--- config.mk ---
export PLATFORM = sky130hd
export DESIGN_NAME = gyrr_regs
export DESIGN_NICKNAME = d
export VERILOG_FILES = /design/src/hdl/gyrr_pkg.sv /design/src/hdl/gyrr_regs.sv /design/src/hdl/gyrr_shadow.sv
export VERILOG_INCLUDE_DIRS = /design/src /design/src/hdl
export SDC_FILE = /design/constraint.sdc
export NUM_CORES = 1
export LEC_CHECK = 0
export BUFFER_PORTS_ARGS = -buffer_cell sky130_fd_sc_hd__buf_4
export CAP_MARGIN = 40
export CORE_MARGIN = 1.5
export CORE_UTILIZATION = 50
export CTS_CLUSTER_DIAMETER = 40
export DETAILED_ROUTE_END_ITERATION = 16
export PLACE_DENSITY_LB_ADDON = 0.25
export REMOVE_ABC_BUFFERS = 1
export SLEW_MARGIN = 10
export SYNTH_ARGS = -nofsm -noshare
export SYNTH_HDL_FRONTEND = slang
export SYNTH_SLANG_ARGS = --single-unit
--- constraint.sdc ---
create_clock -name clock_i -period 1.7 [get_ports clock_i]
set_clock_uncertainty 0.15 [all_clocks]
set_input_delay 0.34 -clock clock_i [delete_from_list [all_inputs] [get_ports clock_i]]
set_output_delay 0.34 -clock clock_i [all_outputs]
set_load 0.01 [all_outputs]
--- src/hdl/gyrr_defs.svh ---
// Constants for the gyro result and control register bank.
// Assumes an 8-bit register port with 7-bit addresses from the serial core.
`ifndef GYRR_DEFS_SVH
`define GYRR_DEFS_SVH
`define GYRR_ADDR_TEMP_H 7'h41
`define GYRR_ADDR_TEMP_L 7'h42
`define GYRR_ADDR_RATE_X_H 7'h43
`define GYRR_ADDR_RATE_X_L 7'h44
`define GYRR_ADDR_RATE_Y_H 7'h45
`define GYRR_ADDR_RATE_Y_L 7'h46
`define GYRR_ADDR_RATE_Z_H 7'h47
`define GYRR_ADDR_RATE_Z_L 7'h48
`define GYRR_ADDR_USER_CTRL 7'h6A
`define GYRR_ADDR_PWR_CLK 7'h6B
// User control fields
`define GYRR_UC_FIFO_RD_EN 6
`define GYRR_UC_PORT_SEL 4
`define GYRR_UC_FIFO_CLR 2
`define GYRR_UC_PATH_CLR 0
`define GYRR_UC_MASK 8'h50
`define GYRR_UC_RESET 8'h00
// Power and clock control fields
`define GYRR_PC_DEV_RESET 7
`define GYRR_PC_SLEEP 6
`define GYRR_PC_TEMPERATURE_DISABLE 3
`define GYRR_PC_CLK_HI 2
`define GYRR_PC_MASK 8'h4F
`define GYRR_PC_RESET 8'h01
`define GYRR_CLK_OSC_A 3'h0
`define GYRR_CLK_OSC_B 3'h6
`define GYRR_CLK_RSVD 3'h7
`define GYRR_FS_DPS_0 16'h00FA
`define GYRR_FS_DPS_1 16'h01F4
`define GYRR_FS_DPS_2 16'h03E8
`define GYRR_FS_DPS_3 16'h07D0
`define GYRR_DATA_ZERO 16'h0000
`define GYRR_NUM_CH 4
`endif

--- src/hdl/gyrr_pkg.sv ---
// Types shared by the gyro result and control register bank.
// Assumes gyrr_defs.svh is on the include path.
package gyrr_pkg;
  typedef enum logic [1:0] {GYRR_SRC_OSC, GYRR_SRC_PLL, GYRR_SRC_RSVD}
    gyrr_clk_src_e;
  typedef logic [15:0] gyrr_word_t;
endpackage

--- src/hdl/gyrr_regs.sv ---
// Result and control register bank of a three-axis rate sensor.
// Assumes a serial core (I2C or SPI) on clock_i presenting byte accesses
// with a busy level that spans each whole transaction.
`include "gyrr_defs.svh"

// Function
// - Internal results load once per sample at the output data rate.
// - Host copy refreshes from internal set only when the port is idle.
// - Burst reads return bytes all from one sampling instant.
// - Data-ready pulses each time the results update.
// - Temperature is signed 16 bits over high and low bytes.
// - Rates are 16-bit two's complement, high byte first, X Y Z.
// - Full-scale code 0..3 gives 250, 500, 1000, 2000 deg/s.
// - FIFO reads blocked while read-enable is 0; writes still allowed.
// - FIFO keeps contents unless FIFO reset, soft reset or power cycle.
// - Port-select bit set disables I2C and enables SPI.
// - Writing FIFO-reset bit clears FIFO and the bit self-clears.
// - Path-clear bit resets signal paths, clears results, self-clears.
// - Device-reset bit restores all registers, self-clears when done.
// - Sleep bit places the device in low-power sleep.
// - Temperature-disable bit turns the temperature sensor off.
// - Clock code 0,6 oscillator; 1..5 PLL; 7 reserved.
// - PLL is the clock source after power-up.
// - Oscillator allows running with all gyro axes disabled.
// - Sensor pair enters FIFO per sample only when its enable is set.
module gyrr_regs
(
  input wire logic clock_i,
  input wire logic nrst_i,
  // Register port from the serial core
  input wire logic [6:0] reg_addr_i,
  input wire logic reg_wr_i,
  input wire logic reg_rd_i,
  input wire logic [7:0] reg_wdata_i,
  output logic [7:0] reg_rdata_o,
  input wire logic port_busy_i,
  // Sample source at the output data rate
  input wire logic sample_strobe_i,
  input wire gyrr_pkg::gyrr_word_t temp_sample_i,
  input wire gyrr_pkg::gyrr_word_t rate_x_sample_i,
  input wire gyrr_pkg::gyrr_word_t rate_y_sample_i,
  input wire gyrr_pkg::gyrr_word_t rate_z_sample_i,
  input wire logic [1:0] full_scale_select_i,
  input wire logic [3:0] sensor_fifo_en_i,
  input wire logic gyro_all_standby_i,
  // Results toward the rest of the chip
  output logic data_ready_o,
  output logic [15:0] full_scale_dps_o,
  output logic fifo_read_allow_o,
  output logic fifo_write_allow_o,
  output logic [3:0] fifo_push_o,
  output logic fifo_clear_o,
  output logic path_clear_o,
  output logic spi_select_o,
  output logic i2c_enable_o,
  output logic sleep_o,
  output logic temp_enable_o,
  output gyrr_pkg::gyrr_clk_src_e clock_source_o,
  output logic soft_reset_o
);
  import gyrr_pkg::*;

  logic [7:0] user_ctrl_r;
  logic [7:0] pwr_clk_r;
  logic fifo_clr_r;
  logic path_clr_r;
  logic dev_rst_r;
  logic uc_wr;
  logic pc_wr;
  logic sample_take;
  logic port_idle;
  gyrr_word_t vis_w [`GYRR_NUM_CH];
  gyrr_word_t raw_w [`GYRR_NUM_CH];
  gyrr_word_t int_w [`GYRR_NUM_CH];
  logic [7:0] rdata_nxt;

  assign uc_wr = reg_wr_i && (reg_addr_i == `GYRR_ADDR_USER_CTRL);
  assign pc_wr = reg_wr_i && (reg_addr_i == `GYRR_ADDR_PWR_CLK);
  assign port_idle = !port_busy_i;

  // Temperature channel is held when disabled; rates keep sampling
  assign sample_take = sample_strobe_i && !pwr_clk_r[`GYRR_PC_SLEEP];
  assign raw_w[0] = temp_sample_i;
  assign raw_w[1] = rate_x_sample_i;
  assign raw_w[2] = rate_y_sample_i;
  assign raw_w[3] = rate_z_sample_i;

  // One shadowed channel per sensor: temp, X, Y, Z
  genvar ch;
  generate
    for (ch = 0; ch < `GYRR_NUM_CH; ch = ch + 1)
    begin : g_ch
      logic take;
      assign take = sample_take
        && !(ch == 0 && pwr_clk_r[`GYRR_PC_TEMPERATURE_DISABLE]);
      gyrr_shadow u_shadow
      (
        .clock_i(clock_i),
        .nrst_i(nrst_i),
        .clear_i(path_clr_r || dev_rst_r),
        .sample_i(take),
        .data_i(raw_w[ch]),
        .idle_i(port_idle),
        .internal_o(int_w[ch]),
        .visible_o(vis_w[ch])
      );
      // FIFO push of this pair only with its enable
      always_ff @(posedge clock_i or negedge nrst_i)
      begin
        if (!nrst_i)
          fifo_push_o[ch] <= 1'b0;
        else
          fifo_push_o[ch] <= take && sensor_fifo_en_i[3 - ch];
      end
    end
  endgenerate

  // Data-ready pulse rises on the same edge as each internal result update
  always_ff @(posedge clock_i or negedge nrst_i)
  begin
    if (!nrst_i)
      data_ready_o <= 1'b0;
    else
      data_ready_o <= sample_take;
  end

  // User control: only documented bits stored, self-clearing strobes apart
  always_ff @(posedge clock_i or negedge nrst_i)
  begin
    if (!nrst_i)
      user_ctrl_r <= `GYRR_UC_RESET;
    else if (dev_rst_r)
      user_ctrl_r <= `GYRR_UC_RESET;
    else if (uc_wr)
      user_ctrl_r <= reg_wdata_i & `GYRR_UC_MASK;
  end

  // Reset strobes last one cycle then read back as zero
  always_ff @(posedge clock_i or negedge nrst_i)
  begin
    if (!nrst_i)
    begin
      fifo_clr_r <= 1'b0;
      path_clr_r <= 1'b0;
    end
    else
    begin
      fifo_clr_r <= uc_wr && reg_wdata_i[`GYRR_UC_FIFO_CLR];
      path_clr_r <= uc_wr && reg_wdata_i[`GYRR_UC_PATH_CLR];
    end
  end

  // Power and clock control; PLL code at reset
  always_ff @(posedge clock_i or negedge nrst_i)
  begin
    if (!nrst_i)
      pwr_clk_r <= `GYRR_PC_RESET;
    else if (dev_rst_r)
      pwr_clk_r <= `GYRR_PC_RESET;
    else if (pc_wr)
      pwr_clk_r <= reg_wdata_i & `GYRR_PC_MASK;
  end

  // Soft reset strobe; bit reads 1 only for the reset cycle
  always_ff @(posedge clock_i or negedge nrst_i)
  begin
    if (!nrst_i)
      dev_rst_r <= 1'b0;
    else
      dev_rst_r <= pc_wr && reg_wdata_i[`GYRR_PC_DEV_RESET];
  end

  // Soft reset also empties the FIFO; disabled reads never do
  assign fifo_clear_o = fifo_clr_r || dev_rst_r;
  assign path_clear_o = path_clr_r || dev_rst_r;
  assign soft_reset_o = dev_rst_r;
  assign fifo_read_allow_o = user_ctrl_r[`GYRR_UC_FIFO_RD_EN];
  assign fifo_write_allow_o = 1'b1;
  assign spi_select_o = user_ctrl_r[`GYRR_UC_PORT_SEL];
  assign i2c_enable_o = !user_ctrl_r[`GYRR_UC_PORT_SEL];
  assign sleep_o = pwr_clk_r[`GYRR_PC_SLEEP];
  assign temp_enable_o = !pwr_clk_r[`GYRR_PC_TEMPERATURE_DISABLE];

  // Clock source decode; all-standby with PLL would starve the clock
  always_comb
  begin
    case (pwr_clk_r[`GYRR_PC_CLK_HI:0])
      `GYRR_CLK_OSC_A: clock_source_o = GYRR_SRC_OSC;
      `GYRR_CLK_OSC_B: clock_source_o = GYRR_SRC_OSC;
      `GYRR_CLK_RSVD: clock_source_o = GYRR_SRC_RSVD;
      default:
        clock_source_o = gyro_all_standby_i ? GYRR_SRC_OSC
                                            : GYRR_SRC_PLL;
    endcase
  end

  // Full-scale range for the rate channels
  always_comb
  begin
    case (full_scale_select_i)
      2'h0: full_scale_dps_o = `GYRR_FS_DPS_0;
      2'h1: full_scale_dps_o = `GYRR_FS_DPS_1;
      2'h2: full_scale_dps_o = `GYRR_FS_DPS_2;
      2'h3: full_scale_dps_o = `GYRR_FS_DPS_3;
      default: full_scale_dps_o = `GYRR_FS_DPS_0;
    endcase
  end

  // Read mux over the host copy, high byte at the lower address
  always_comb
  begin
    case (reg_addr_i)
      `GYRR_ADDR_TEMP_H: rdata_nxt = vis_w[0][15:8];
      `GYRR_ADDR_TEMP_L: rdata_nxt = vis_w[0][7:0];
      `GYRR_ADDR_RATE_X_H: rdata_nxt = vis_w[1][15:8];
      `GYRR_ADDR_RATE_X_L: rdata_nxt = vis_w[1][7:0];
      `GYRR_ADDR_RATE_Y_H: rdata_nxt = vis_w[2][15:8];
      `GYRR_ADDR_RATE_Y_L: rdata_nxt = vis_w[2][7:0];
      `GYRR_ADDR_RATE_Z_H: rdata_nxt = vis_w[3][15:8];
      `GYRR_ADDR_RATE_Z_L: rdata_nxt = vis_w[3][7:0];
      `GYRR_ADDR_USER_CTRL: rdata_nxt = user_ctrl_r;
      `GYRR_ADDR_PWR_CLK: rdata_nxt = pwr_clk_r | {dev_rst_r, 7'h00};
      default: rdata_nxt = 8'h00;
    endcase
  end

  // Read data registered on the read strobe
  always_ff @(posedge clock_i or negedge nrst_i)
  begin
    if (!nrst_i)
      reg_rdata_o <= 8'h00;
    else if (reg_rd_i)
      reg_rdata_o <= rdata_nxt;
  end
endmodule

--- src/hdl/gyrr_shadow.sv ---
// One result channel: internal sample word and its host-facing copy.
// Assumes the strobes come from logic on the same clock.
`include "gyrr_defs.svh"
module gyrr_shadow
(
  input wire logic clock_i,
  input wire logic nrst_i,
  input wire logic clear_i,
  input wire logic sample_i,
  input wire gyrr_pkg::gyrr_word_t data_i,
  input wire logic idle_i,
  output gyrr_pkg::gyrr_word_t internal_o,
  output gyrr_pkg::gyrr_word_t visible_o
);
  import gyrr_pkg::*;

  // Internal set takes every sample
  always_ff @(posedge clock_i or negedge nrst_i)
  begin
    if (!nrst_i)
      internal_o <= `GYRR_DATA_ZERO;
    else if (clear_i)
      internal_o <= `GYRR_DATA_ZERO;
    else if (sample_i)
      internal_o <= data_i;
  end

  // Copy follows only while the port is idle, so bursts stay coherent
  always_ff @(posedge clock_i or negedge nrst_i)
  begin
    if (!nrst_i)
      visible_o <= `GYRR_DATA_ZERO;
    else if (clear_i)
      visible_o <= `GYRR_DATA_ZERO;
    else if (idle_i)
      visible_o <= internal_o;
  end
endmodule
Word-level counts from Yosys, hierarchy flattened
Index checks and enable logic that the tools add are counted.
{ "totals": {"ff_bits": 160, "input_bits": 92, "output_inout_bits": 40, "elab_cells": 83} }
{ "classes": {"eq_ne": 16, "muxes": 24, "bitwise": 1, "n_reduce_logical": 23} }
{ "ops": {"columns": ["cell", "count"], "rows": [
  ["16-bit 2-to-1 mux", 16],
  ["8-bit one-hot mux with 10 select lines", 1],
  ["7-bit equality test (second input constant)", 10],
  ["16-bit one-hot mux with 4 select lines", 1],
  ["8-bit 2-to-1 mux", 4],
  ["1-bit logical AND", 11],
  ["8-bit bitwise OR", 1],
  ["2-bit nonzero test", 4],
  ["3-bit equality test (second input constant)", 2],
  ["2-bit equality test (second input constant)", 2],
  ["2-bit one-hot mux with 2 select lines", 1],
  ["1-bit zero test", 3],
  ["3-bit zero test", 1],
  ["2-bit by 1-bit equality test with 1-bit output (second input constant)", 1],
  ["2-bit zero test", 1],
  ["1-bit logical OR", 2],
  ["2-bit by 1-bit inequality test with 1-bit output (second input constant)", 1],
  ["2-bit OR reduction", 1],
  ["1-bit 2-to-1 mux", 1]
]} }

Logic depth before layout (Yosys ltp)
Gate-level depths: netlist of the first run.
{ "depth": {"ltp_word": 5, "ltp_mapped": 7, "ltp_nobuf": 5} }

Modules after synthesis
Synthesis of the first run repeated with hierarchy kept, for this count alone.
{ "unflattened": {"hier_cells": 625, "hier_area_um2": 7123.1} }
{ "modules_own_cells": {"columns": ["mod", "instances", "cells_each", "area_per_inst_um2", "seq_area_each_um2"], "rows": [
  ["gyrr_shadow", 4, 103, 1317.5, 800.8],
  ["gyrr_regs", 1, 213, 1853.0, 576.8]
]} }

Worst setup path before layout of the first run
OpenSTA, ideal clock, no wires.
{ "synth_path": {"path_kind": "flip-flop to output port", "start": "register dev_rst_r, in the netlist soft_reset_o", "end": "output path_clear_o", "arrival_ns": 1.274, "required_ns": 1.210, "path_slack_ns": -0.064, "path_stages_with_launch": 5, "n_path_buf": 3, "path_cell_list": "dfrtp_1 -> buf_2 -> or2_1 -> clkbuf_1 -> clkbuf_1"} }
{ "synth_via": {"elab_chain_cells": 1} }
{ "synth_rtl": {"columns": ["element", "line_no", "rtl"], "rows": [
  ["from (decl)", "gyrr_regs.sv:67", "logic dev_rst_r;"],
  ["from (signal assigned)", "gyrr_regs.sv:170", "dev_rst_r <= pc_wr && reg_wdata_i[`GYRR_PC_DEV_RESET];"],
  ["1-bit logical OR", "gyrr_regs.sv:175", "assign path_clear_o = path_clr_r || dev_rst_r;"],
  ["to (decl)", "gyrr_regs.sv:53", "output logic path_clear_o,"]
]} }
No other way between the ends.

Worst setup path in the final report of the first run
{ "layout_path": {"start": "register pwr_clk_r[0]", "end": "output clock_source_o[0]"} }
{ "layout_via": {"elab_chain_cells": 3, "elab_cells_between_ends": 5, "classes_between": "eq/ne: 2; mux: 1; reduce/logical: 2"} }
{ "layout_rtl": {"columns": ["element", "line_no", "rtl"], "rows": [
  ["from (decl)", "gyrr_regs.sv:64", "logic [7:0] pwr_clk_r;"],
  ["from (signal assigned)", "gyrr_regs.sv:157", "pwr_clk_r <= `GYRR_PC_RESET;"],
  ["from (signal assigned)", "gyrr_regs.sv:159", "pwr_clk_r <= `GYRR_PC_RESET;"],
  ["from (signal assigned)", "gyrr_regs.sv:161", "pwr_clk_r <= reg_wdata_i & `GYRR_PC_MASK;"],
  ["3-bit equality test or 3-bit zero test (tied branches)", "gyrr_regs.sv:187", "case (pwr_clk_r[`GYRR_PC_CLK_HI:0])"],
  ["2-bit OR reduction (no line)", null, null],
  ["2-bit one-hot mux with 2 select lines (*)", "gyrr_regs.sv:187", null],
  ["to (decl)", "gyrr_regs.sv:58", "output gyrr_pkg::gyrr_clk_src_e clock_source_o,"]
]} }
Mark *: on every way between the ends. The rest lies on a longest branch, timed or not.

==> impl_metrics.py, run 1 <==
metrics = {
    "global_routing": {
        "grt_pass1_wl_mm": 28.5,
        "grt_util_met1": 0.347,
        "grt_use_met3": 0.0413,
        "antenna_found_initial": 0,
        "grt_use_met2": 0.430,
        "grt_overflow_total": 0,
        "grt.busiest_layer": "met2",
        "grt_max_degree": 53,
        "gr-usage-all-layers": 0.259,
        "grt_pass1_vias": 5653,
    },
    "layout": {
        "drive_gt1_frac": 0.264,
        "mostFrequentLayoutCell": "buf_4",
        "layoutNonFillerInstCount": 1047,
        "final_core_util": 0.679,
        "nFillCells": 1086,
        "final_cell_area_um2": 9000,
        "final_cell_mix": "169 x buf_4, 150 x nand2_1, 150 x dfrtp_1, 82 x mux2i_1, 81 x nor2_1",
        "syn_to_final_growth_pct": 32.4,
        "nets": 950,
        "antenna_cells": 0,
    },
    "timing": {
        "rsz0062_at_grt": "true",
        "fin_ws_ns": -0.126,
        "timing.hold.ws_ns": 0.00958,
        "fmaxAchievable_mhz": 548,
        "setup_viol": 3,
        "period_share": 1.07,
        "finalSetupTns_ns": -0.267,
        "hold_viol_final": 0,
        "min_period_ns": 1.83,
        "final_max_slew_viol_count": 0,
    },
    "drt": {
        "antenna_left": 0,
        "route.detailed.wl_per_inst_um": 16.8,
        "via_count": 5542,
        "vias_per_cell": 5.29,
        "drcViolationCount": 0,
        "dr.pass1.iters": 5,
        "drt-initial-drc-count": 424,
        "drt-total-wl_mm": 17.6,
    },
    "placed_design": {
        "pre_cts_slack_ns": -0.313,
        "dp_hpwl_mm": 12.6,
        "place_congestion": 0.861,
        "placed_area_um2": 8250,
        "io_buffers": 121,
        "dp.cells": 1004,
    },
    "critical_path": {
        "crit_type": "flop to primary output",
        "cp-start-kind": "flop",
        "crit_required_ns": 1.21,
        "crit_fanout": 2,
        "cp.arrival_ns": 1.34,
        "cp-end-kind": "primary output",
    },
    "worst_hold_path": {
        "hp-class": "input port to flop",
    },
    "pwr": {
        "peakVddDrop_mv": 0.734,
        "pwr_density_cell_nw_per_um2": 1050,
        "power_mw": 9.44,
        "leakage_nw": 4.47,
    },
    "clock_tree": {
        "clkSlewWorstSetupHoldPaths_ns": 0.06,
        "cts.path.max_buffers": 2,
        "htreeDepth": 4,
        "cts_sinks": 151,
        "cts_root_buf": "clkbuf_16",
        "cts_tree": "yes",
        "cts_made_buffers": 17,
        "insertion_delay_ns": 0.41,
    },
    "synth": {
        "synth-compound-area-share": 0.0970,
        "synth_cells": 699,
        "synth-main-ff-cell": "dfrtp_1",
        "async_flop_share": 1.00,
        "ys_ff_latch": 151,
        "synth_top_family_by_area": "simple AND/OR/NAND/NOR gates",
        "synthesis.area_um2": 6800,
        "synth_edf_count": 0,
        "synthMuxAreaShare": 0.127,
        "syn_avg_cell_area_um2": 9.72,
        "synthSimpleGateAreaFrac": 0.173,
        "synthAdderAreaFrac": 0,
        "synth_cell_types": 43,
        "synth_xor_area_frac": 0,
        "yosysSeqAreaShare": 0.556,
        "synth_warnings": 0,
    },
    "outcome": {
        "status": "finished, violations left",
        "violations": "negative setup slack",
    },
    "floorplanning": {
        "core_um2": 13200,
        "die-area_um2": 14300,
        "die_width_um": 120,
        "initial_core_util": 0.513,
        "ios": 132,
        "die_h_um": 120,
        "rows": 42,
    },
    "flow_run": {
        "cap_violations": 0,
    },
}
## per-layer routing
metal / share of wire / routed length [µm]
met2: 0.49 / 8590
met1: 0.45 / 7890
met4: 0.018 / 319
met3: 0.043 / 762
met5: 0 / 0
## power by group
part           leakage (nW)  total (mW)  switching (mW)  internal (mW)
Clock                 0.295        3.85            1.49           2.36
Sequential             1.87        4.26           0.251           4.01
Combinational          2.31        1.33           0.683          0.644
## state kept, by name, summed over array words and instances, names as in the netlist
name	flops
soft_reset_o	1
g_ch.u_shadow.visible_o	64
fifo_push_o	4
g_ch.u_shadow.internal_o	64
path_clr_r	1
user_ctrl_r	2
fifo_clr_r	1
pwr_clk_r	5
data_ready_o	1
reg_rdata_o	8
## cell type report
type                    count  area [µm²]  share of cell area
multi-input cells         486        2760               0.307
repair buffers            191        1590               0.176
well taps                 176         220              0.0245
inverters                  11        41.3             0.00459
flip-flops and latches    151        3780               0.420
clock inverters            13         168              0.0186
clock buffers              19         443              0.0492
## Yosys cell counts, drive strengths merged, types with 4 or more instances
| cell type | number | area, µm² |
|---|---|---|
| and2 | 7 | 43.8 |
| nor3 | 7 | 35.0 |
| inv | 11 | 41.3 |
| buf | 27 | 154 |
| a21oi | 75 | 375 |
| o32ai | 4 | 35.0 |
| nand3 | 7 | 35.0 |
| nand2 | 150 | 563 |
| mux2i | 82 | 821 |
| dfrtp | 150 | 3750 |
| a211oi | 6 | 45.0 |
| o22ai | 5 | 31.3 |
| nand2b | 4 | 32.5 |
| nor2b | 5 | 31.3 |
| clkbuf | 31 | 116 |
| nor2 | 81 | 304 |
| and3 | 4 | 25.0 |
| o21ai | 7 | 35.0 |
| a22oi | 7 | 52.6 |
## path summary, 6_finish.rpt
check	start	to	slack, ns	cells after the start
min in group asynchronous	nrst_i	fifo_push_o[2]	0.20	2
hold / removal	reg_wdata_i[0]	path_clr_r	0.01	2
setup reg to reg	pwr_clk_r[6]	g_ch[0].u_shadow.internal_o[14]	0.09	5
hold reg to reg	g_ch[1].u_shadow.internal_o[7]	g_ch[1].u_shadow.visible_o[7]	0.37	2
setup / recovery	pwr_clk_r[0]	clock_source_o[0]	-0.13	3
max in group asynchronous	nrst_i	g_ch[0].u_shadow.visible_o[9]	0.65	3
## what timing repair did
item / 4_1_cts / 5_1_grt
setup buffers: 3 / 2
gates cloned: 0 / 0
hold endpoints to repair: 156 / 0
resized for setup: 8 / 3
endpoints found under the setup margin: 4 / 9
hold buffers: 7 / 0
pin swaps: 3 / 1
## logic make-up (layout without fill, tap and decap cells)
| group | Yosys count | after routing |
|---|---|---|
| other | 2 | 9 |
| muxes | 85 | 85 |
| and+or+nand+nor | 278 | 278 |
| DFF | 151 | 151 |
| buffers and inverters | 69 | 234 |
| AOI/OAI and AO/OA | 114 | 114 |
## worst max-delay path: stages (launching register included)
cell and delay (ns):
dfstp_2 0.55, nor3_2 0.05, a211oi_2 0.17, buf_4 0.15
No activity file was read; power rests on OpenSTA's default activity.
==> inputs of run 2 (changes only) <==
BUFFER_PORTS_ARGS = -buffer_cell sky130_fd_sc_hd__buf_2   (was -buffer_cell sky130_fd_sc_hd__buf_4)
==> impl_metrics.py, run 2 (synthesis results as in run 1) <==
metrics = {
    "drt": {
        "dr.pass1.iters": 5,
        "via_count": 5690,
        "highest_layer": "met4",
        "drt-total-wl_mm": 17.7,
        "drt-initial-drc-count": 361,
        "met1_length_mm": 7.91,
        "route.met3.wl_um": 745,
        "drcViolationCount": 0,
        "route.detailed.wl_per_inst_um": 16.1,
        "routed-wl-met2_mm": 8.80,
        "vias_per_cell": 5.19,
        "antenna_left": 0,
    },
    "global_routing": {
        "grt_overflow_total": 0,
        "antenna_found_initial": 0,
        "grt_pass1_wl_mm": 29.0,
        "gr-usage-all-layers": 0.265,
        "grt_max_degree": 71,
        "grt_pass1_vias": 5771,
    },
    "layout": {
        "final_cell_area_um2": 9190,
        "antenna_cells": 0,
        "drive_gt1_frac": 0.252,
        "nets": 1000,
        "syn_to_final_growth_pct": 35.2,
        "final_cell_mix": "150 x nand2_1, 150 x dfrtp_1, 117 x buf_2, 82 x mux2i_1, 80 x nor2_1",
        "largestRegisters": "g_ch.u_shadow.internal_o (64), g_ch.u_shadow.visible_o (64), reg_rdata_o (8)",
    },
    "flow_run": {
        "cap_violations": 0,
    },
    "timing": {
        "min_period_ns": 1.89,
        "hold_viol_final": 0,
        "fmaxAchievable_mhz": 528,
        "fin_ws_ns": -0.194,
        "finalSetupTns_ns": -0.380,
        "period_share": 1.11,
        "rsz0062_at_grt": "true",
        "final_max_slew_viol_count": 0,
        "setup_viol": 3,
    },
    "clock_tree": {
        "cts_root_buf": "clkbuf_16",
        "htreeDepth": 4,
        "cts.path.max_buffers": 2,
        "cts_sinks": 151,
        "cts_made_buffers": 17,
        "cts_tree": "yes",
        "insertion_delay_ns": 0.42,
        "clkSlewWorstSetupHoldPaths_ns": 0.06,
    },
    "critical_path": {
        "crit_chain": "nor3_2 -> a211oi_2 -> buf_2",
        "critPathSlowestCell": "dfstp_2",
        "crit_type": "flop to primary output",
        "crit_fanout": 2,
        "cp.arrival_ns": 1.40,
        "cp-end-kind": "primary output",
        "max_stage_delay_ns": 0.56,
        "crit_required_ns": 1.21,
        "cp-start-kind": "flop",
    },
    "placed_design": {
        "placed_area_um2": 7930,
        "place_congestion": 0.894,
        "dp_hpwl_mm": 12.3,
        "io_buffers": 121,
    },
    "floorplanning": {
        "die_h_um": 120,
        "ios": 132,
        "core_um2": 13200,
        "die_width_um": 120,
        "initial_core_util": 0.513,
        "die-area_um2": 14300,
        "rows": 42,
    },
    "outcome": {
        "status": "finished, violations left",
        "violations": "negative setup slack",
    },
    "pwr": {
        "switching_share": 0.247,
        "p_sw_mw": 2.38,
        "power_mw": 9.66,
        "leakage_nw": 4.59,
        "pwr_density_cell_nw_per_um2": 1050,
        "peakVddDrop_mv": 0.738,
        "p_int_mw": 7.28,
        "pwr-share-clk": 0.422,
        "seq_power_share": 0.441,
        "power_frac_comb": 0.137,
    },
    "worst_hold_path": {
        "hp-class": "input port to flop",
    },
}
-- run 2: cell types whose count changed in the layout (fill, tap and decap cells not counted), sizes merged --
| cell | before | now |
|---|---|---|
| buf | 184 | 185 |
| bufinv | 3 | 5 |
| clkinvlp | 2 | 3 |
| dlygate4sd3 | 7 | 56 |
| inv | 15 | 12 |
-- run 2: layout make-up --
type                            count  area (µm²)
Timing Repair Buffer              241        1750
Sequential cell                   151        3780
Fill cell                        1060        4050
Clock inverter                     13         201
Tap cell                          176         220
Multi-Input combinational cell    486        2760
Clock buffer                       19         443
Inverter                           11        41.3
-- run 2: worst paths after layout --
kind	startpoint	cells after the start	end	slack, ns
setup / recovery	pwr_clk_r[0]	3	clock_source_o[0]	-0.19
hold / removal	temp_sample_i[10]	3	g_ch[0].u_shadow.internal_o[10]	0.01
setup reg to reg	pwr_clk_r[6]	5	g_ch[3].u_shadow.internal_o[8]	0.11
hold reg to reg	g_ch[3].u_shadow.internal_o[1]	2	g_ch[3].u_shadow.visible_o[1]	0.36
max in group asynchronous	nrst_i	3	g_ch[0].u_shadow.internal_o[12]	0.59
min in group asynchronous	nrst_i	2	fifo_push_o[2]	0.24
-- run 2: critical path, delay by kind of cell, from the launching register on --
family	cells	cell delay, ns
AO/OA/AOI/OAI	1	0.20
flip-flops	1	0.56
AND/OR/NAND/NOR	1	0.05
buffers and inverters	1	0.18
-- run 2: what timing repair did --
action,CTS,global route
resized for setup,6,3
pin swaps,3,2
hold endpoints to repair,91,0
hold buffers,56,0
setup endpoints to repair,4,6
buffers inserted,2,0
-- run 2: per-layer routing --
metal,global-route usage,up-vias
li1,-,2755
met1,0.356,2765
met2,0.438,156
met3,0.0461,14
met4,0.0878,0
met5,0,-
-- run 2: power by group through the flow --
stage | logic (mW) | registers (mW) | clock network (mW)
2_1_floorplan | 0.634 | 4.24 | 0
3_3_place_gp | 1.17 | 4.29 | 0
3_5_place_dp | 1.21 | 4.31 | 0
4_1_cts | 1.33 | 4.26 | 4.14
5_1_grt | 1.48 | 4.31 | 4.30
6_report | 1.33 | 4.26 | 4.07
-- run 2: per-stage QoR --
step / utilization / hold slack, ns / setup slack, ns / instances
2_1_floorplan: - / -0.106 / -1.46 / 648
3_3_place_gp: 0.599 / 0.130 / -0.301 / 1007
3_5_place_dp: 0.599 / 0.133 / -0.315 / 1007
4_1_cts: 0.693 / 0.0000576 / -0.166 / 1097
5_1_grt: 0.694 / 0.00824 / -0.229 / 1097
6_report: 0.694 / 0.0121 / -0.194 / 1097
